File: src/shared/sadc_pkg.sv
// shared constants and types for the converter serial frame control
package sadc_pkg;
    // ----------------------------------------------------------------
    // data format
    // ----------------------------------------------------------------
    localparam int          RES_W      = 14;          // result width
    localparam logic [13:0] ABORT_CODE = 14'h3f80;    // code after abort
    localparam logic [3:0]  PIN_IDLE   = 4'he;        // {pwd,fs,cs_n,sclk}

    // ----------------------------------------------------------------
    // frame edge positions (falls counted from frame start, rises from the first fall)
    // ----------------------------------------------------------------
    localparam logic [4:0] WAKE_RISE  = 5'h08;        // leave nap
    localparam logic [4:0] TRACK_RISE = 5'h09;        // open sample
    localparam logic [4:0] DATA_BITS  = 5'h0e;        // bits shifted out
    localparam logic [4:0] CONV_FALL  = 5'h10;        // start conversion
    localparam logic [4:0] CNT_MAX    = 5'h1f;        // counter ceiling

    // ----------------------------------------------------------------
    // timing
    // ----------------------------------------------------------------
    localparam int CLK_NS       = 4;                  // 250 MHz clock
    localparam int CONV_TIME_NS = 365;                // longest conversion
    localparam int CONV_CYCLES  = CONV_TIME_NS / CLK_NS;
    localparam int PD_TIME_NS   = 7200;               // least low for power-down
    localparam int PD_CYCLES    = (PD_TIME_NS + CLK_NS - 1) / CLK_NS;
    localparam int INIT_CONV    = 4;                  // conversions up to the first valid result

    // frame sequencer states
    typedef enum logic [1:0] {
        ST_IDLE,
        ST_DATA,
        ST_TRACK,
        ST_HOLD
    } sadc_state_t;
endpackage : sadc_pkg

File: src/shared/sadc_conv_if.sv
// link between frame sequencer and conversion engine
`timescale 1ns/1ps
`default_nettype none
interface sadc_conv_if;
    logic        start;        // begin conversion pulse
    logic        abort;        // abort running conversion pulse
    logic        soft_rst;     // device reset level
    logic [13:0] sample_data;  // digitised input value
    logic        busy;         // conversion running
    logic        done;         // conversion finished pulse
    logic [13:0] result;       // last completed result
    logic        valid;        // result past start-up conversions

    modport ctrl (output start, abort, soft_rst, sample_data,
                  input  busy, done, result, valid);
    modport eng  (input  start, abort, soft_rst, sample_data,
                  output busy, done, result, valid);
endinterface : sadc_conv_if
`default_nettype wire

File: src/rtl/sadc_conv_engine.sv
// internally timed conversion engine with start-up validity count
`timescale 1ns/1ps
`default_nettype none
module sadc_conv_engine (
    input  wire logic clk_i,
    input  wire logic rst_i,
    sadc_conv_if.eng  cif
);
    import sadc_pkg::*;

    logic [6:0] timer;     // cycles left in conversion
    logic [2:0] init_cnt;  // completed conversions since reset
    logic [6:0] busy_run;  // helper: cycles busy so far

    // ----------------------------------------------------------------
    // conversion timer
    // ----------------------------------------------------------------
    // runs on the system clock, no serial clock needed
    always_ff @(posedge clk_i) begin
        cif.done <= 1'b0;
        if (rst_i || cif.soft_rst) begin
            cif.busy <= 1'b0;
            timer    <= 7'h0;
        end else if (cif.start) begin
            cif.busy <= 1'b1;
            timer    <= 7'(CONV_CYCLES - 1);
        end else if (cif.abort) begin
            cif.busy <= 1'b0;
        end else if (cif.busy) begin
            if (timer == 7'h0) begin
                cif.busy <= 1'b0;
                cif.done <= 1'b1;
            end else begin
                timer <= timer - 7'h1;
            end
        end
    end

    // ----------------------------------------------------------------
    // result capture and start-up count
    // ----------------------------------------------------------------
    always_ff @(posedge clk_i) begin
        if (rst_i || cif.soft_rst) begin
            cif.result <= 14'h0;
            init_cnt   <= 3'h0;
            cif.valid  <= 1'b0;
        end else if (cif.done) begin
            cif.result <= cif.sample_data;
            if (init_cnt != 3'(INIT_CONV)) begin
                init_cnt <= init_cnt + 3'h1;
            end
            cif.valid <= (init_cnt >= 3'(INIT_CONV - 1));
        end
    end

    // helper counter of busy cycles
    always_ff @(posedge clk_i) begin
        if (rst_i || !cif.busy) begin
            busy_run <= 7'h0;
        end else begin
            busy_run <= busy_run + 7'h1;
        end
    end
endmodule : sadc_conv_engine
`default_nettype wire

File: src/rtl/sadc_frame_ctrl.sv
// serial frame control of a sampling converter
`timescale 1ns/1ps
`default_nettype none
module sadc_frame_ctrl #(
    parameter int RES_W_P = 14                      // result width
) (
    input  wire logic                     clk_i,
    input  wire logic                     rst_i,
    input  wire logic                     sclk_i,
    input  wire logic                     cs_n_i,
    input  wire logic                     frame_sync_i,
    input  wire logic                     powerdown_reset_n_i,
    input  wire logic [sadc_pkg::RES_W-1:0] conv_data_i,
    output var  logic                     serial_out_o,
    output var  logic                     serial_out_oe_o,
    output var  logic                     busy_o,
    output var  logic                     nap_o,
    output var  logic                     track_o,
    output var  logic                     powered_down_o,
    output var  logic                     data_valid_o
);
    import sadc_pkg::*;

    // ----------------------------------------------------------------
    // declarations
    // ----------------------------------------------------------------
    sadc_conv_if cif ();                   // engine link
    logic [3:0]  sync1;                    // first sync stage
    logic [3:0]  sync2;                    // second sync stage
    logic [3:0]  prev;                     // delayed for edges
    logic        sclk_rise;                // serial clock rising
    logic        sclk_fall;                // serial clock falling
    logic        cs_fall;                  // chip select asserted
    logic        cs_rise;                  // chip select released
    logic        fs_rise;                  // frame sync rising
    logic        cs_low;                   // chip select level
    logic        fs_high;                  // frame sync level
    logic        pwd_low;                  // power-down/reset level
    logic        frame_start;              // new frame event
    logic [10:0] pd_cnt;                   // low-time counter
    logic [4:0]  fall_cnt;                 // falling edges in frame
    logic [4:0]  rise_cnt;                 // rising edges after first fall
    logic [RES_W-1:0] load_word;           // word for this frame
    logic [RES_W-1:0] shreg;               // output shifter
    sadc_state_t state;                    // frame phase
    sadc_state_t next_state;               // phase for next cycle
    logic        start_conv;               // sample window closes

    // ----------------------------------------------------------------
    // pin synchronisers
    // ----------------------------------------------------------------
    // two stages, then a delayed copy for edge detection
    always_ff @(posedge clk_i) begin
        if (rst_i) begin
            sync1 <= PIN_IDLE;
            sync2 <= PIN_IDLE;
            prev  <= PIN_IDLE;
        end else begin
            sync1 <= {powerdown_reset_n_i, frame_sync_i, cs_n_i, sclk_i};
            sync2 <= sync1;
            prev  <= sync2;
        end
    end

    // edge and level decode
    assign sclk_rise = sync2[0] & ~prev[0];
    assign sclk_fall = ~sync2[0] & prev[0];
    assign cs_fall   = ~sync2[1] & prev[1];
    assign cs_rise   = sync2[1] & ~prev[1];
    assign fs_rise   = sync2[2] & ~prev[2];
    assign cs_low    = ~sync2[1];
    assign fs_high   = sync2[2];
    assign pwd_low   = ~sync2[3];

    // spi frames while frame_sync held high, dsp frames on its rise
    assign frame_start = !pwd_low &&
                         ((cs_fall && fs_high) ||
                          (fs_rise && cs_low));

    // ----------------------------------------------------------------
    // power-down / reset
    // ----------------------------------------------------------------
    // low level resets at once, long low level powers down
    always_ff @(posedge clk_i) begin
        if (rst_i || !pwd_low) begin
            pd_cnt <= 11'h0;
        end else if (pd_cnt != 11'(PD_CYCLES)) begin
            pd_cnt <= pd_cnt + 11'h1;
        end
    end

    // power-down flag follows the counter
    always_ff @(posedge clk_i) begin
        if (rst_i) begin
            powered_down_o <= 1'b0;
        end else begin
            powered_down_o <= pwd_low && (pd_cnt == 11'(PD_CYCLES));
        end
    end

    // ----------------------------------------------------------------
    // engine link
    // ----------------------------------------------------------------
    assign cif.soft_rst    = pwd_low;
    assign cif.abort       = frame_start && cif.busy;
    assign cif.start       = start_conv;
    assign cif.sample_data = conv_data_i;

    sadc_conv_engine u_engine (
        .clk_i (clk_i),
        .rst_i (rst_i),
        .cif   (cif.eng)
    );

    // ----------------------------------------------------------------
    // frame sequencer
    // ----------------------------------------------------------------
    // phase decode; power-down low outranks frame start, which outranks every other event
    always_comb begin
        next_state = state;
        start_conv = 1'b0;
        if (pwd_low) begin
            next_state = ST_IDLE;
        end else if (frame_start) begin
            next_state = ST_DATA;
        end else begin
            case (state)
                ST_DATA: begin
                    if (cs_rise) begin
                        next_state = ST_IDLE;              // abort before sample
                    end else if (sclk_rise && fall_cnt != 5'h0 &&
                                 rise_cnt == TRACK_RISE - 5'h1) begin
                        next_state = ST_TRACK;
                    end
                end
                ST_TRACK: begin
                    if (cs_rise || (sclk_fall && fall_cnt == CONV_FALL - 5'h1)) begin
                        next_state = ST_HOLD;
                        start_conv = 1'b1;
                    end
                end
                ST_HOLD: next_state = ST_HOLD;             // waits for next frame
                ST_IDLE: next_state = ST_IDLE;
                default: next_state = ST_IDLE;
            endcase
        end
    end

    // phase register and sample window output
    always_ff @(posedge clk_i) begin
        if (rst_i) begin
            state   <= ST_IDLE;
            track_o <= 1'b0;
        end else begin
            state   <= next_state;
            track_o <= (next_state == ST_TRACK);
        end
    end

    // ----------------------------------------------------------------
    // edge counters
    // ----------------------------------------------------------------
    // falling edges number the clocks; rises count once clock one ended
    always_ff @(posedge clk_i) begin
        if (rst_i || pwd_low || frame_start) begin
            fall_cnt <= 5'h0;
            rise_cnt <= 5'h0;
        end else if (state != ST_IDLE) begin
            if (sclk_fall && fall_cnt != CNT_MAX) begin
                fall_cnt <= fall_cnt + 5'h1;
            end
            if (sclk_rise && fall_cnt != 5'h0 && rise_cnt != CNT_MAX) begin
                rise_cnt <= rise_cnt + 5'h1;
            end
        end
    end

    // ----------------------------------------------------------------
    // serial data out
    // ----------------------------------------------------------------
    // frame that aborts a conversion sends the fixed code
    assign load_word = cif.busy ? ABORT_CODE : cif.result;

    // msb at start, then one bit per rising edge up to bit fourteen
    always_ff @(posedge clk_i) begin
        if (rst_i || pwd_low) begin
            shreg        <= '0;
            serial_out_o <= 1'b0;
        end else if (frame_start) begin
            shreg        <= load_word;
            serial_out_o <= load_word[RES_W-1];
        end else if (state != ST_IDLE && sclk_rise && fall_cnt != 5'h0 &&
                     rise_cnt < DATA_BITS - 5'h1) begin
            shreg        <= {shreg[RES_W-2:0], 1'b0};
            serial_out_o <= shreg[RES_W-2];
        end
    end

    // driver enabled only while selected and out of reset
    always_ff @(posedge clk_i) begin
        if (rst_i) begin
            serial_out_oe_o <= 1'b0;
        end else begin
            serial_out_oe_o <= cs_low && !pwd_low;
        end
    end

    // ----------------------------------------------------------------
    // status outputs
    // ----------------------------------------------------------------
    // nap from conversion end until the eighth rising edge
    always_ff @(posedge clk_i) begin
        if (rst_i || pwd_low) begin
            nap_o <= 1'b0;
        end else if (cif.done) begin
            nap_o <= 1'b1;
        end else if (state == ST_DATA && sclk_rise && fall_cnt != 5'h0 &&
                     rise_cnt == WAKE_RISE - 5'h1) begin
            nap_o <= 1'b0;
        end
    end

    // registered copies of engine status
    always_ff @(posedge clk_i) begin
        if (rst_i) begin
            busy_o       <= 1'b0;
            data_valid_o <= 1'b0;
        end else begin
            busy_o       <= cif.busy;
            data_valid_o <= cif.valid;
        end
    end
endmodule : sadc_frame_ctrl
`default_nettype wire

File: config.mk
export PLATFORM = sky130hd
export DESIGN_NAME = sadc_frame_ctrl
export DESIGN_NICKNAME = d
export VERILOG_FILES = /design/src/shared/sadc_pkg.sv /design/src/shared/sadc_conv_if.sv /design/src/rtl/sadc_conv_engine.sv /design/src/rtl/sadc_frame_ctrl.sv
export SDC_FILE = /design/constraint.sdc
export NUM_CORES = 1
export LEC_CHECK = 0
export ABC_AREA = 1
export BUFFER_PORTS_ARGS = -buffer_cell sky130_fd_sc_hd__buf_2
export CAP_MARGIN = 0
export CORE_UTILIZATION = 48
export DETAILED_ROUTE_END_ITERATION = 10
export PLACE_DENSITY = 0.77
export SLEW_MARGIN = 20
export SYNTH_ARGS = -nofsm -noshare
export SYNTH_HDL_FRONTEND = slang
export SYNTH_HIERARCHICAL = 1
export SYNTH_SLANG_ARGS = --single-unit
File: constraint.sdc
create_clock -name clk_i -period 2.3 [get_ports clk_i]
set_clock_uncertainty 0.05 [all_clocks]
set_input_delay 0.23 -clock clk_i [delete_from_list [all_inputs] [get_ports clk_i]]
set_output_delay 0.23 -clock clk_i [all_outputs]
set_load 0.01 [all_outputs]
Word level (Yosys, flattened, before mapping)
Index checks and enable logic that the tools add are counted.

$lt $le $gt $ge: 2. Eq/ne operators: 14. $add $sub $neg: 5. Muxes and demuxes: 26. Bitwise logic cells: 14. Reduce and logical (&&, ||, !) cells: 36.

Operators by type and width (count): 2-to-1 mux 7 bit (4); 2-to-1 mux 13 bit (2); logical AND 1 bit (17); 2-to-1 mux 14 bit (1); 2-to-1 mux 1 bit (13); adder 11 x 1 -> 11 bit, second input constant (1); equality test 11 bit, second input constant (1); inequality test 11 bit, second input constant (1); adder 5 x 1 -> 5 bit, second input constant (2); equality test 5 x 4 -> 1 bit, second input constant (2); 2-to-1 mux 2 bit (5); inequality test 5 bit, second input constant (2); NOT 1 bit (9); case mux 2 bit (4 select lines) (1); nonzero test 2 bit (4); logical NOT 7 bit (1); subtractor 7 x 1 -> 7 bit, second input constant (1); equality test 2 bit, second input constant (3); AND reduction 2 bit (3); AND reduction 3 bit (2); bitwise AND 1 bit (5); equality test 5 x 3 -> 1 bit, second input constant (1); logical OR 1 bit (5); < comparator 5 x 4 -> 1 bit, second input constant (1); other kinds (9) (10).

Word-level logic and storage cells: 119. Bits in registers: 81.

Logic depth before layout (Yosys ltp)
Gate-level depths: netlist of run 1.

Depth in word-level cells: 10. Mapped depth: 12.

Modules after synthesis
The synthesis of run 1 kept the hierarchy.

By module, submodules not included: sadc_frame_ctrl (cells each 351, instances 1, area an instance 2507.4 um2, sequential area each 1081.0 um2); sadc_conv_engine (cells each 157, instances 1, area an instance 1189.9 um2, sequential area each 540.5 um2).

Least setup slack after synthesis of run 1
Ideal clock, no wire load.

Path type: reg2reg. From: register fall_cnt[0]. To: register u_engine.cif.done. Setup slack: 0.684 ns. Clock period less this slack: 1.616 ns. Data arrival time: 1.437 ns. Setup time: 0.129 ns. Stages on the path, launching flop included: 12. Path buffers: 0. Cells stage by stage: dfxtp_1 ha_1 inv_1 nor2_1 ha_1 nand3_1 nand3_1 nand3_1 nor3_1 inv_1 nand2_1 nor4_1.

Word-level cells in the longest chain between the ends: 8.

Ends and longest elaborated chain: start, declared (RTL line sadc_frame_ctrl.sv:41) `logic [4:0] fall_cnt;`; start signal, assigned (RTL line sadc_frame_ctrl.sv:170) `fall_cnt <= fall_cnt + 5'h1;`; equality test 5 x 4 -> 1 bit (RTL line sadc_frame_ctrl.sv:137) `if (cs_rise || (sclk_fall && fall_cnt == CONV_FALL - 5'h1)) begin`; logical AND 1 bit (RTL line sadc_frame_ctrl.sv:137); logical OR 1 bit (RTL line sadc_frame_ctrl.sv:137); 2-to-1 mux 1 bit (RTL line sadc_frame_ctrl.sv:137); 2-to-1 mux 1 bit (RTL line sadc_frame_ctrl.sv:127) `case (state)`; 2-to-1 mux 1 bit (RTL line sadc_frame_ctrl.sv:124) `end else if (frame_start) begin`; 2-to-1 mux 1 bit (RTL line sadc_frame_ctrl.sv:122) `if (pwd_low) begin`; via cif.start (RTL line sadc_conv_if.sv:5) `logic start;`; OR reduction 4 bit (no line); end signal, assigned (RTL line sadc_conv_engine.sv:20) `cif.done <= 1'b0;`; end signal, assigned (RTL line sadc_conv_engine.sv:32) `cif.done <= 1'b1;`; end, declared (RTL line sadc_conv_if.sv:17) `output busy, done, result, valid);`.

The timed path passes the listed nets, and every way through them passes these cells. A chain may end at the register's enable or synchronous reset.

Worst setup path after layout of run 1
Same ends and word-level chain as after synthesis.

==> impl_metrics.toml, run 1 <==
[sta]
hold_viol = 0
maxClockFrequency_mhz = 537
setup_viol = 0
tns_ps = 0
finalMaxSlewViolations = 0
slew_headroom = 0.625
worst_pin_slew_ps = 560
min_period_ps = 1860
post-route-period-util = 0.810
rsz0062_at_grt = "no"

[clock_network]
cts_tree = "done"
clockRootBuffer = "clkbuf_8"
cts_resized = 0
htreeDepth = 3
cts-buffers-inserted = 9
clkSlewWorstSetupHoldPaths_ps = 80
cts_buffer_depth = 2
clkLatencyLatePin_ps = 350
cts.sinks = 81

[finish]
drive_gt1_frac = 0.128
fin_util = 0.565
antenna_cells = 0
final.fill_count = 684
stdcell_area_mm2 = 0.00414
syn_to_final_growth_pct = 12.0
final_nets = 574

[place]
placed_cell_area_mm2 = 0.00391
gp_congestion = 0.841
port-buffer-count = 26
dpl.hpwl_um = 5090

[critical_path]
crit_chain = "ha_1 > inv_1 > nor2_1 > ha_1 > nand3_1 > nand3_1 > nand3_1 > nor3_1 > inv_1 > nand2_1 > nor4_1"
worstPathRequired_ps = 2490
slowest_stage = "dfxtp_1"
startpoint_type = "register"
crit_type = "register to register"
max_stage_delay_ps = 380
cp_max_fo = 6
crit_arrival_ps = 2050
cp-end-kind = "register"
crit_top_cell = "nand3_1"

[power_and_ir_drop]
finalPower_w = 0.00263
powerDensity_mw_per_mm2 = 636
peakVddDrop_v = 0.000403
leakage_nw = 1.84

[floorplanning]
core_area_mm2 = 0.00733
die_w_um = 89.8
fp-row-count = 31
ioPinCount = 27
die_h_um = 89.8
fp.dieArea_mm2 = 0.00806
initial_core_util = 0.504

[synthesis]
syn_nets = 542
ys_ff_latch = 81
ys_warn_count = 6
yosysSeqAreaShare = 0.439
synth_top_area_frac = 0.439
synth_top_cell_by_area = "dfxtp_1"
synthDistinctLibCells = 31
syn_area_per_cell_um2 = 7.28
synth_area_leaders = "dfxtp_1, nand2_1, inv_1, nor2_1, a21oi_1"
syn_area_mm2 = 0.00370
syn_inst = 508

[global_route]
grt_pass1_wl_um = 12600
overflow = 0
gr-usage-all-layers = 0.189
grt_max_degree = 27
grt_pass1_vias = 3011
antenna_found_initial = 0

[min_path]
hold_path.class = "input port to register"

[run_status]
status = "finished, final reports clean"

[detailed_routing]
wirelength_um = 7030
final_antenna_net_count = 0
first_pass_iters = 4
drt_iter0_markers = 144
vias = 3165
drt-vias-per-instance = 4.91
wire_per_inst_um = 10.9
drc = 0

[job]
drv_cap = 0
## cell usage after synthesis
master    number
nor2_1        64
nor2_2         3
o21ai_1        7
o31ai_1        1
nor2_4         6
o21ai_0       18
nor3_1         9
o21bai_1       3
buf_2          4
nor4_1         1
nand3_2        3
o22ai_1        1
o211ai_1       1
inv_1         75
buf_6          2
a21oi_1       46
and3_1         1
clkbuf_1       3
clkinv_1       1
inv_2          1
or2_2         11
dfxtp_1       81
nand3b_1       1
xor2_1         3
nand3_4        1
nand3_1       38
nand4_1        5
nand2_2        1
nand2_1      101
a21oi_2        2
ha_1          14
## worst max-delay path, delay by kind of cell (launching register included)
family,cells,cell delay (ps)
and+or+nand+nor,7,770
DFF,1,380
adders and majority gates,2,360
buffers and inverters,2,190
## through the flow
stage / setup WS, ps / hold slack [ps] / std cells
floorplan: 684 / 284 / 508
global placement: 500 / 341 / 626
detailed placement: 462 / 348 / 626
CTS: 427 / 4.05 / 644
global route: 222 / 3.48 / 644
finish: 437 / 19.3 / 644
## final timing paths
path                            cells past startpoint  slack [ps]                     start                      endpoint
worst max register to register                     11         440  fall_cnt[0]$_SDFFE_PP0P_  u_engine/cif.done$_SDFF_PP0_
worst min register to register                      2         360       sync1[0]$_SDFF_PP0_           sync2[0]$_SDFF_PP0_
worst min-delay path                                2          20                    cs_n_i           sync1[1]$_SDFF_PP1_
worst max-delay path                               11         440  fall_cnt[0]$_SDFFE_PP0P_  u_engine/cif.done$_SDFF_PP0_
## flip-flops by register name, indices dropped and copies added (netlist names), 2 cells and up
register / cells
u_engine/init_cnt: 3
prev: 3
u_engine/timer: 7
sync2: 4
rise_cnt: 5
pd_cnt: 11
shreg: 13
sync1: 4
state: 2
u_engine/cif.result: 14
fall_cnt: 5
## metal layers
layer	vias up	share of wire	track usage
met4	0	0.030	0.0915
met1	1426	0.46	0.218
met2	48	0.48	0.329
met3	17	0.028	0.0440
met5	-	0	0
li1	1674	-	-
## final cells by class
type / count / area (µm²) / area share
timing repair buffer: 30 / 165 / 0.0399
inverter: 77 / 289 / 0.0698
sequential: 81 / 1620 / 0.392
multi-input combinational: 341 / 1730 / 0.419
clock buffer: 14 / 173 / 0.0417
clock inverter: 2 / 35.0 / 0.00846
tap: 99 / 124 / 0.0299
## cells in the final DEF, fill, tap and decap left out, types with 3 or more instances in the layout
master,count
inv_1,75
clkbuf_8,12
nor2_1,64
xor2_1,3
nor2_2,3
nand3_2,3
or2_2,11
nand4_1,5
nor2_4,6
nor3_1,9
o21ai_1,7
nand3_1,38
ha_1,14
buf_2,26
a21oi_1,46
nand2_1,101
o21bai_1,3
dfxtp_1,81
o21ai_0,18
## kinds of logic after synthesis
kind of cell / count (synthesis) / synth area share
adder cells (fa/ha/maj): 14 / 0.0474
flip-flops: 81 / 0.439
XOR/XNOR: 3 / 0.00711
AND/OR/NAND/NOR: 245 / 0.302
AO/OA/AOI/OAI: 79 / 0.113
buffers and inverters: 86 / 0.0927
## repair_timing
action,CTS,global route
hold endpoints to repair,2,0
hold buffers,2,0
setup buffers,0,0
## report_power, final
| group | internal [W] | switching, W | leakage, nW |
|---|---|---|---|
| clock network | 0.000590 | 0.000489 | 0.107 |
| logic | 0.0000481 | 0.0000770 | 1.08 |
| registers | 0.00142 | 0.00000808 | 0.656 |
| total | 0.00206 | 0.000574 | 1.84 |
No activity file was read; power rests on OpenSTA's default activity.
==> run 2: changes to the inputs <==
Clock period 2.3 ns to 1.9 ns, I/O delays scaled along.
==> impl_metrics.toml, run 2 (synthesized netlist as in run 1, its figures left out) <==
[run_status]
status = "finished, final reports clean"

[global_route]
grt_pass1_vias = 3122
gr-usage-all-layers = 0.199
grt_max_degree = 25
grt_pass1_wl_um = 13300
overflow = 0
antenna_found_initial = 0

[critical_path]
worstPathRequired_ps = 2080
startpoint = "fall_cnt[0]$_SDFFE_PP0P_"
startpoint_type = "register"
cp-end-kind = "register"
rrSetupSlack_ps = 160
crit_chain = "ha_2 > inv_1 > nor2_2 > ha_1 > nand3_1 > nand3_1 > nand3_1 > nor3_2 > inv_2 > nand2_2 > a21oi_1"
cp_num_buf_inv = 2
path_delay_family = "simple AND/OR/NAND/NOR gates"
worst-r2r-cell-count = 11
slowest_stage = "dfxtp_2"
timing.rr.end = "u_engine/timer[2]$_SDFFE_PP0P_"
crit_arrival_ps = 1920
rr_startpoint = "fall_cnt[0]$_SDFFE_PP0P_"
crit_type = "register to register"
crit_cells = 11
cp_max_fo = 6
crit_top_cell = "nand3_1"
max_stage_delay_ps = 360
crit_path_end = "u_engine/timer[2]$_SDFFE_PP0P_"

[floorplanning]
initial_core_util = 0.504
core_area_mm2 = 0.00733
die_h_um = 89.8
ioPinCount = 27
fp.dieArea_mm2 = 0.00806
fp-row-count = 31
die_w_um = 89.8

[place]
dp.cells = 628
port-buffer-count = 26
placed_cell_area_mm2 = 0.00393
gp_congestion = 0.859
dpl.hpwl_um = 5170

[detailed_routing]
wirelength_um = 7350
first_pass_iters = 4
vias = 3195
wire_per_inst_um = 11.3
drt_iter0_markers = 151
drc = 0
final_antenna_net_count = 0
drt-vias-per-instance = 4.93

[power_and_ir_drop]
peakVddDrop_v = 0.000512
finalPower_w = 0.00314
powerDensity_mw_per_mm2 = 749
leakage_nw = 1.85

[clock_network]
cts-buffers-inserted = 9
cts_tree = "done"
cts.sinks = 81
clkLatencyLatePin_ps = 340
clkSlewWorstSetupHoldPaths_ps = 80
clockRootBuffer = "clkbuf_8"
cts_buffer_depth = 2
htreeDepth = 3

[sta]
tns_ps = 0
maxClockFrequency_mhz = 576
hold_viol = 0
post-route-period-util = 0.914
min_period_ps = 1740
rsz0062_at_grt = "no"
setup_viol = 0
finalMaxSlewViolations = 0
slew_headroom = 0.606
hold_ws_ps = 35.1
worst_pin_slew_ps = 588

[finish]
largest_reg_flops = 14
stdcell_area_mm2 = 0.00419
layout.cells.non_filler = 648
final_common_cell = "nand2_1"
multi_input_comb_area_mm2 = 0.00175
final.fill_count = 665
drive_gt1_frac = 0.148
final_nets = 578
antenna_cells = 0
top_regs = "u_engine/cif.result x14, shreg x13, pd_cnt x11"
final_cell_mix = "nand2_1, dfxtp_1, inv_1, nor2_1, a21oi_1"
register_area_mm2 = 0.00162
largest-register = "u_engine/cif.result"
syn_to_final_growth_pct = 13.2

[min_path]
hold_path.class = "input port to register"

[job]
drv_cap = 0
[run 2: power breakdown]
group	switching, W	internal [W]
logic	0.0000946	0.0000629
clock network	0.000610	0.000639
registers	0.00000984	0.00172
[run 2: per-layer routing]
metal	track usage	vias up	wire, µm
met5	0	-	0
met3	0.0355	11	211
met2	0.339	46	3560
met4	0.0997	0	178
li1	-	1685	-
met1	0.242	1453	3400
[run 2: timing repair]
item / 4_1_cts / 5_1_grt
pin swaps: 0 / 1
hold buffers: 4 / 0
gates resized for setup: 1 / 7
endpoints found under the hold margin: 4 / 0
endpoints found under the setup margin: 3 / 10
buffers inserted: 0 / 0
[run 2: layout make-up]
cell class	instances	area share
multi-input cells	341	0.419
well taps	99	0.0296
clock buffers	11	0.0338
clock inverters	5	0.0132
repair buffers	34	0.0478
inverters	77	0.0691
flip-flops and latches	81	0.388
[run 2: how the worst min path moves through the flow]
stage | startpoint | end | slack, ps | depth (start not counted)
2_1_floorplan | cs_n_i | sync1[1]$_SDFF_PP1_ | 240 | 1
3_3_place_gp | cs_n_i | sync1[1]$_SDFF_PP1_ | 320 | 2
3_5_place_dp | frame_sync_i | sync1[2]$_SDFF_PP1_ | 330 | 2
4_1_cts | conv_data_i[10] | u_engine/cif.result[10]$_SDFFE_PP0P_ | 20 | 3
5_1_grt | conv_data_i[3] | u_engine/cif.result[3]$_SDFFE_PP0P_ | 30 | 3
6_report | conv_data_i[10] | u_engine/cif.result[10]$_SDFFE_PP0P_ | 40 | 3
[run 2: metrics by stage]
step           setup WS (ps)  utilization
5_1_grt                 10.3        0.571
3_3_place_gp            92.1        0.536
6_report                 163        0.571
2_1_floorplan            284            -
4_1_cts                 9.96        0.568
3_5_place_dp            4.15        0.536
[run 2: worst min-delay path: cells and delay by family]
kind,cells,cell delay (ps)
AO/OA/AOI/OAI,1,50
buffers and inverters,1,90
AND/OR/NAND/NOR,1,50
==> run 3: changes to the inputs <==
Settings changed: SETUP_SLACK_MARGIN set to 0.5.
==> impl_metrics.toml, run 3 (synthesized netlist as in run 1, its figures left out) <==
[floorplanning]
fp-row-count = 31
initial_core_util = 0.504
ioPinCount = 27
fp.dieArea_mm2 = 0.00806
core_area_mm2 = 0.00733
die_w_um = 89.8
die_h_um = 89.8

[finish]
final_nets = 601
layout.cells.non_filler = 670
final_cell_mix = "nand2_1, dfxtp_1, inv_1, nor2_1, a21oi_1"
largest-register = "u_engine/cif.result"
drive_gt1_frac = 0.275
antenna_cells = 0
syn_to_final_growth_pct = 27.6
top_regs = "u_engine/cif.result x14, shreg x13, pd_cnt x11"
final_common_cell = "nand2_1"
largest_reg_flops = 14

[critical_path]
crit_type = "register to register"
crit_chain = "inv_1 > ha_2 > inv_2 > nor2_2 > nand2_1 > nand3_4 > nor2_4 > nor2_4 > nor2_1 > nor2_1"
timing.rr.end = "shreg[2]$_SDFFE_PP0P_"
crit_cells = 10
cp-end-kind = "register"
startpoint_type = "register"
path_delay_family = "simple AND/OR/NAND/NOR gates"
slowest_stage = "dfxtp_4"
rrSetupSlack_ps = 310
max_stage_delay_ps = 360
cp_num_buf_inv = 2
worstPathRequired_ps = 2140
cp_max_fo = 5
crit_arrival_ps = 1830
worst-r2r-cell-count = 10
rr_startpoint = "fall_cnt[0]$_SDFFE_PP0P_"

[detailed_routing]
vias = 3415
first_pass_iters = 5
drt-vias-per-instance = 5.10
final_antenna_net_count = 0
wirelength_um = 8350
wire_per_inst_um = 12.5
drt_iter0_markers = 168
drc = 0

[power_and_ir_drop]
peakVddDrop_v = 0.000416
leakage_nw = 2.01
powerDensity_mw_per_mm2 = 723

[place]
dp.cells = 629
dpl.hpwl_um = 5180
port-buffer-count = 26
gp_congestion = 0.832

[sta]
slew_headroom = 0.629
rsz0062_at_grt = "yes"
worst_pin_slew_ps = 555
tns_ps = 0
min_period_ps = 1590
post-route-period-util = 0.838
finalMaxSlewViolations = 0
setup_viol = 0
hold_viol = 0
maxClockFrequency_mhz = 628

[min_path]
min_delay_worst_endpoint = "u_engine/cif.result[10]$_SDFFE_PP0P_"
worstHoldPathCells = 3
min_from = "conv_data_i[10]"
hold_path.class = "input port to register"

[global_route]
antenna_found_initial = 0
grt_max_degree = 24
gr-usage-all-layers = 0.203
grt_pass1_vias = 3188
overflow = 0
grt_pass1_wl_um = 13400

[clock_network]
clockRootBuffer = "clkbuf_8"
cts-buffers-inserted = 9
cts_tree = "done"
cts.sinks = 81
cts_buffer_depth = 2
clkLatencyLatePin_ps = 360
htreeDepth = 3
clkSlewWorstSetupHoldPaths_ps = 80

[run_status]
status = "finished, final reports clean"

[job]
drv_cap = 0
-- run 3: repair_timing --
action                     in CTS  in global routing
buffers inserted                6                 13
setup endpoints to repair      38                 44
hold endpoints to repair        4                  0
hold buffers                    4                  0
cloned                          1                  2
resized for setup              27                 47
pin swaps                      20                 21
-- run 3: power by group --
| part | leakage, nW | switching (W) | internal (W) |
|---|---|---|---|
| registers | 0.660 | 0.0000106 | 0.00171 |
| clock network | 0.109 | 0.000620 | 0.000866 |
| logic | 1.24 | 0.000114 | 0.0000858 |
| total | 2.01 | 0.000744 | 0.00267 |
-- run 3: how the worst max path moves through the flow --
stage,startpoint,endpoint,slack [ps]
final,fall_cnt[0]$_SDFFE_PP0P_,shreg[2]$_SDFFE_PP0P_,310
after global routing,fall_cnt[0]$_SDFFE_PP0P_,shreg[2]$_SDFFE_PP0P_,220
after CTS,fall_cnt[0]$_SDFFE_PP0P_,fall_cnt[3]$_SDFFE_PP0P_,320
after detailed placement,fall_cnt[1]$_SDFFE_PP0P_,u_engine/cif.done$_SDFF_PP0_,200
after global placement,fall_cnt[0]$_SDFFE_PP0P_,u_engine/cif.done$_SDFF_PP0_,240
after floorplan,fall_cnt[1]$_SDFFE_PP0P_,u_engine/cif.done$_SDFF_PP0_,390
-- run 3: area by class of cell --
cell class,count,area (µm²)
inverter,77,305
sequential,81,1640
clock buffer,10,128
timing repair buffer,55,400
multi-input combinational,343,2010
fill,598,2610
clock inverter,5,105
tap,99,124
-- run 3: worst reg2reg max path, cell delays in order (launching register included) --
cell	delay [ps]
dfxtp_4	360
inv_1	80
ha_2	180
inv_2	40
nor2_2	160
nand2_1	130
nand3_4	120
nor2_4	70
nor2_4	170
nor2_1	60
nor2_1	110
-- run 3: metrics by stage --
stage                      util  hold WS [ps]  setup WS (ps)  power [W]  instance area [µm²]
after floorplan               -           244            388    0.00187                 3740
after global placement    0.544           324            244    0.00192                 3990
after detailed placement  0.544           327            203    0.00192                 3990
after CTS                 0.602          9.41            317    0.00342                 4420
after global routing      0.644          25.5            215    0.00354                 4720
final                     0.644          26.0            309    0.00341                 4720
-- run 3: layer usage --
layer  share of wire  global-route usage  vias up  wire length (µm)
met3           0.045              0.0423       15               372
met1            0.44               0.241     1581              3660
met2            0.50               0.353       87              4170
met4           0.017              0.0915        0               145
li1                -                   -     1732                 -
met5               0                   0        -                 0
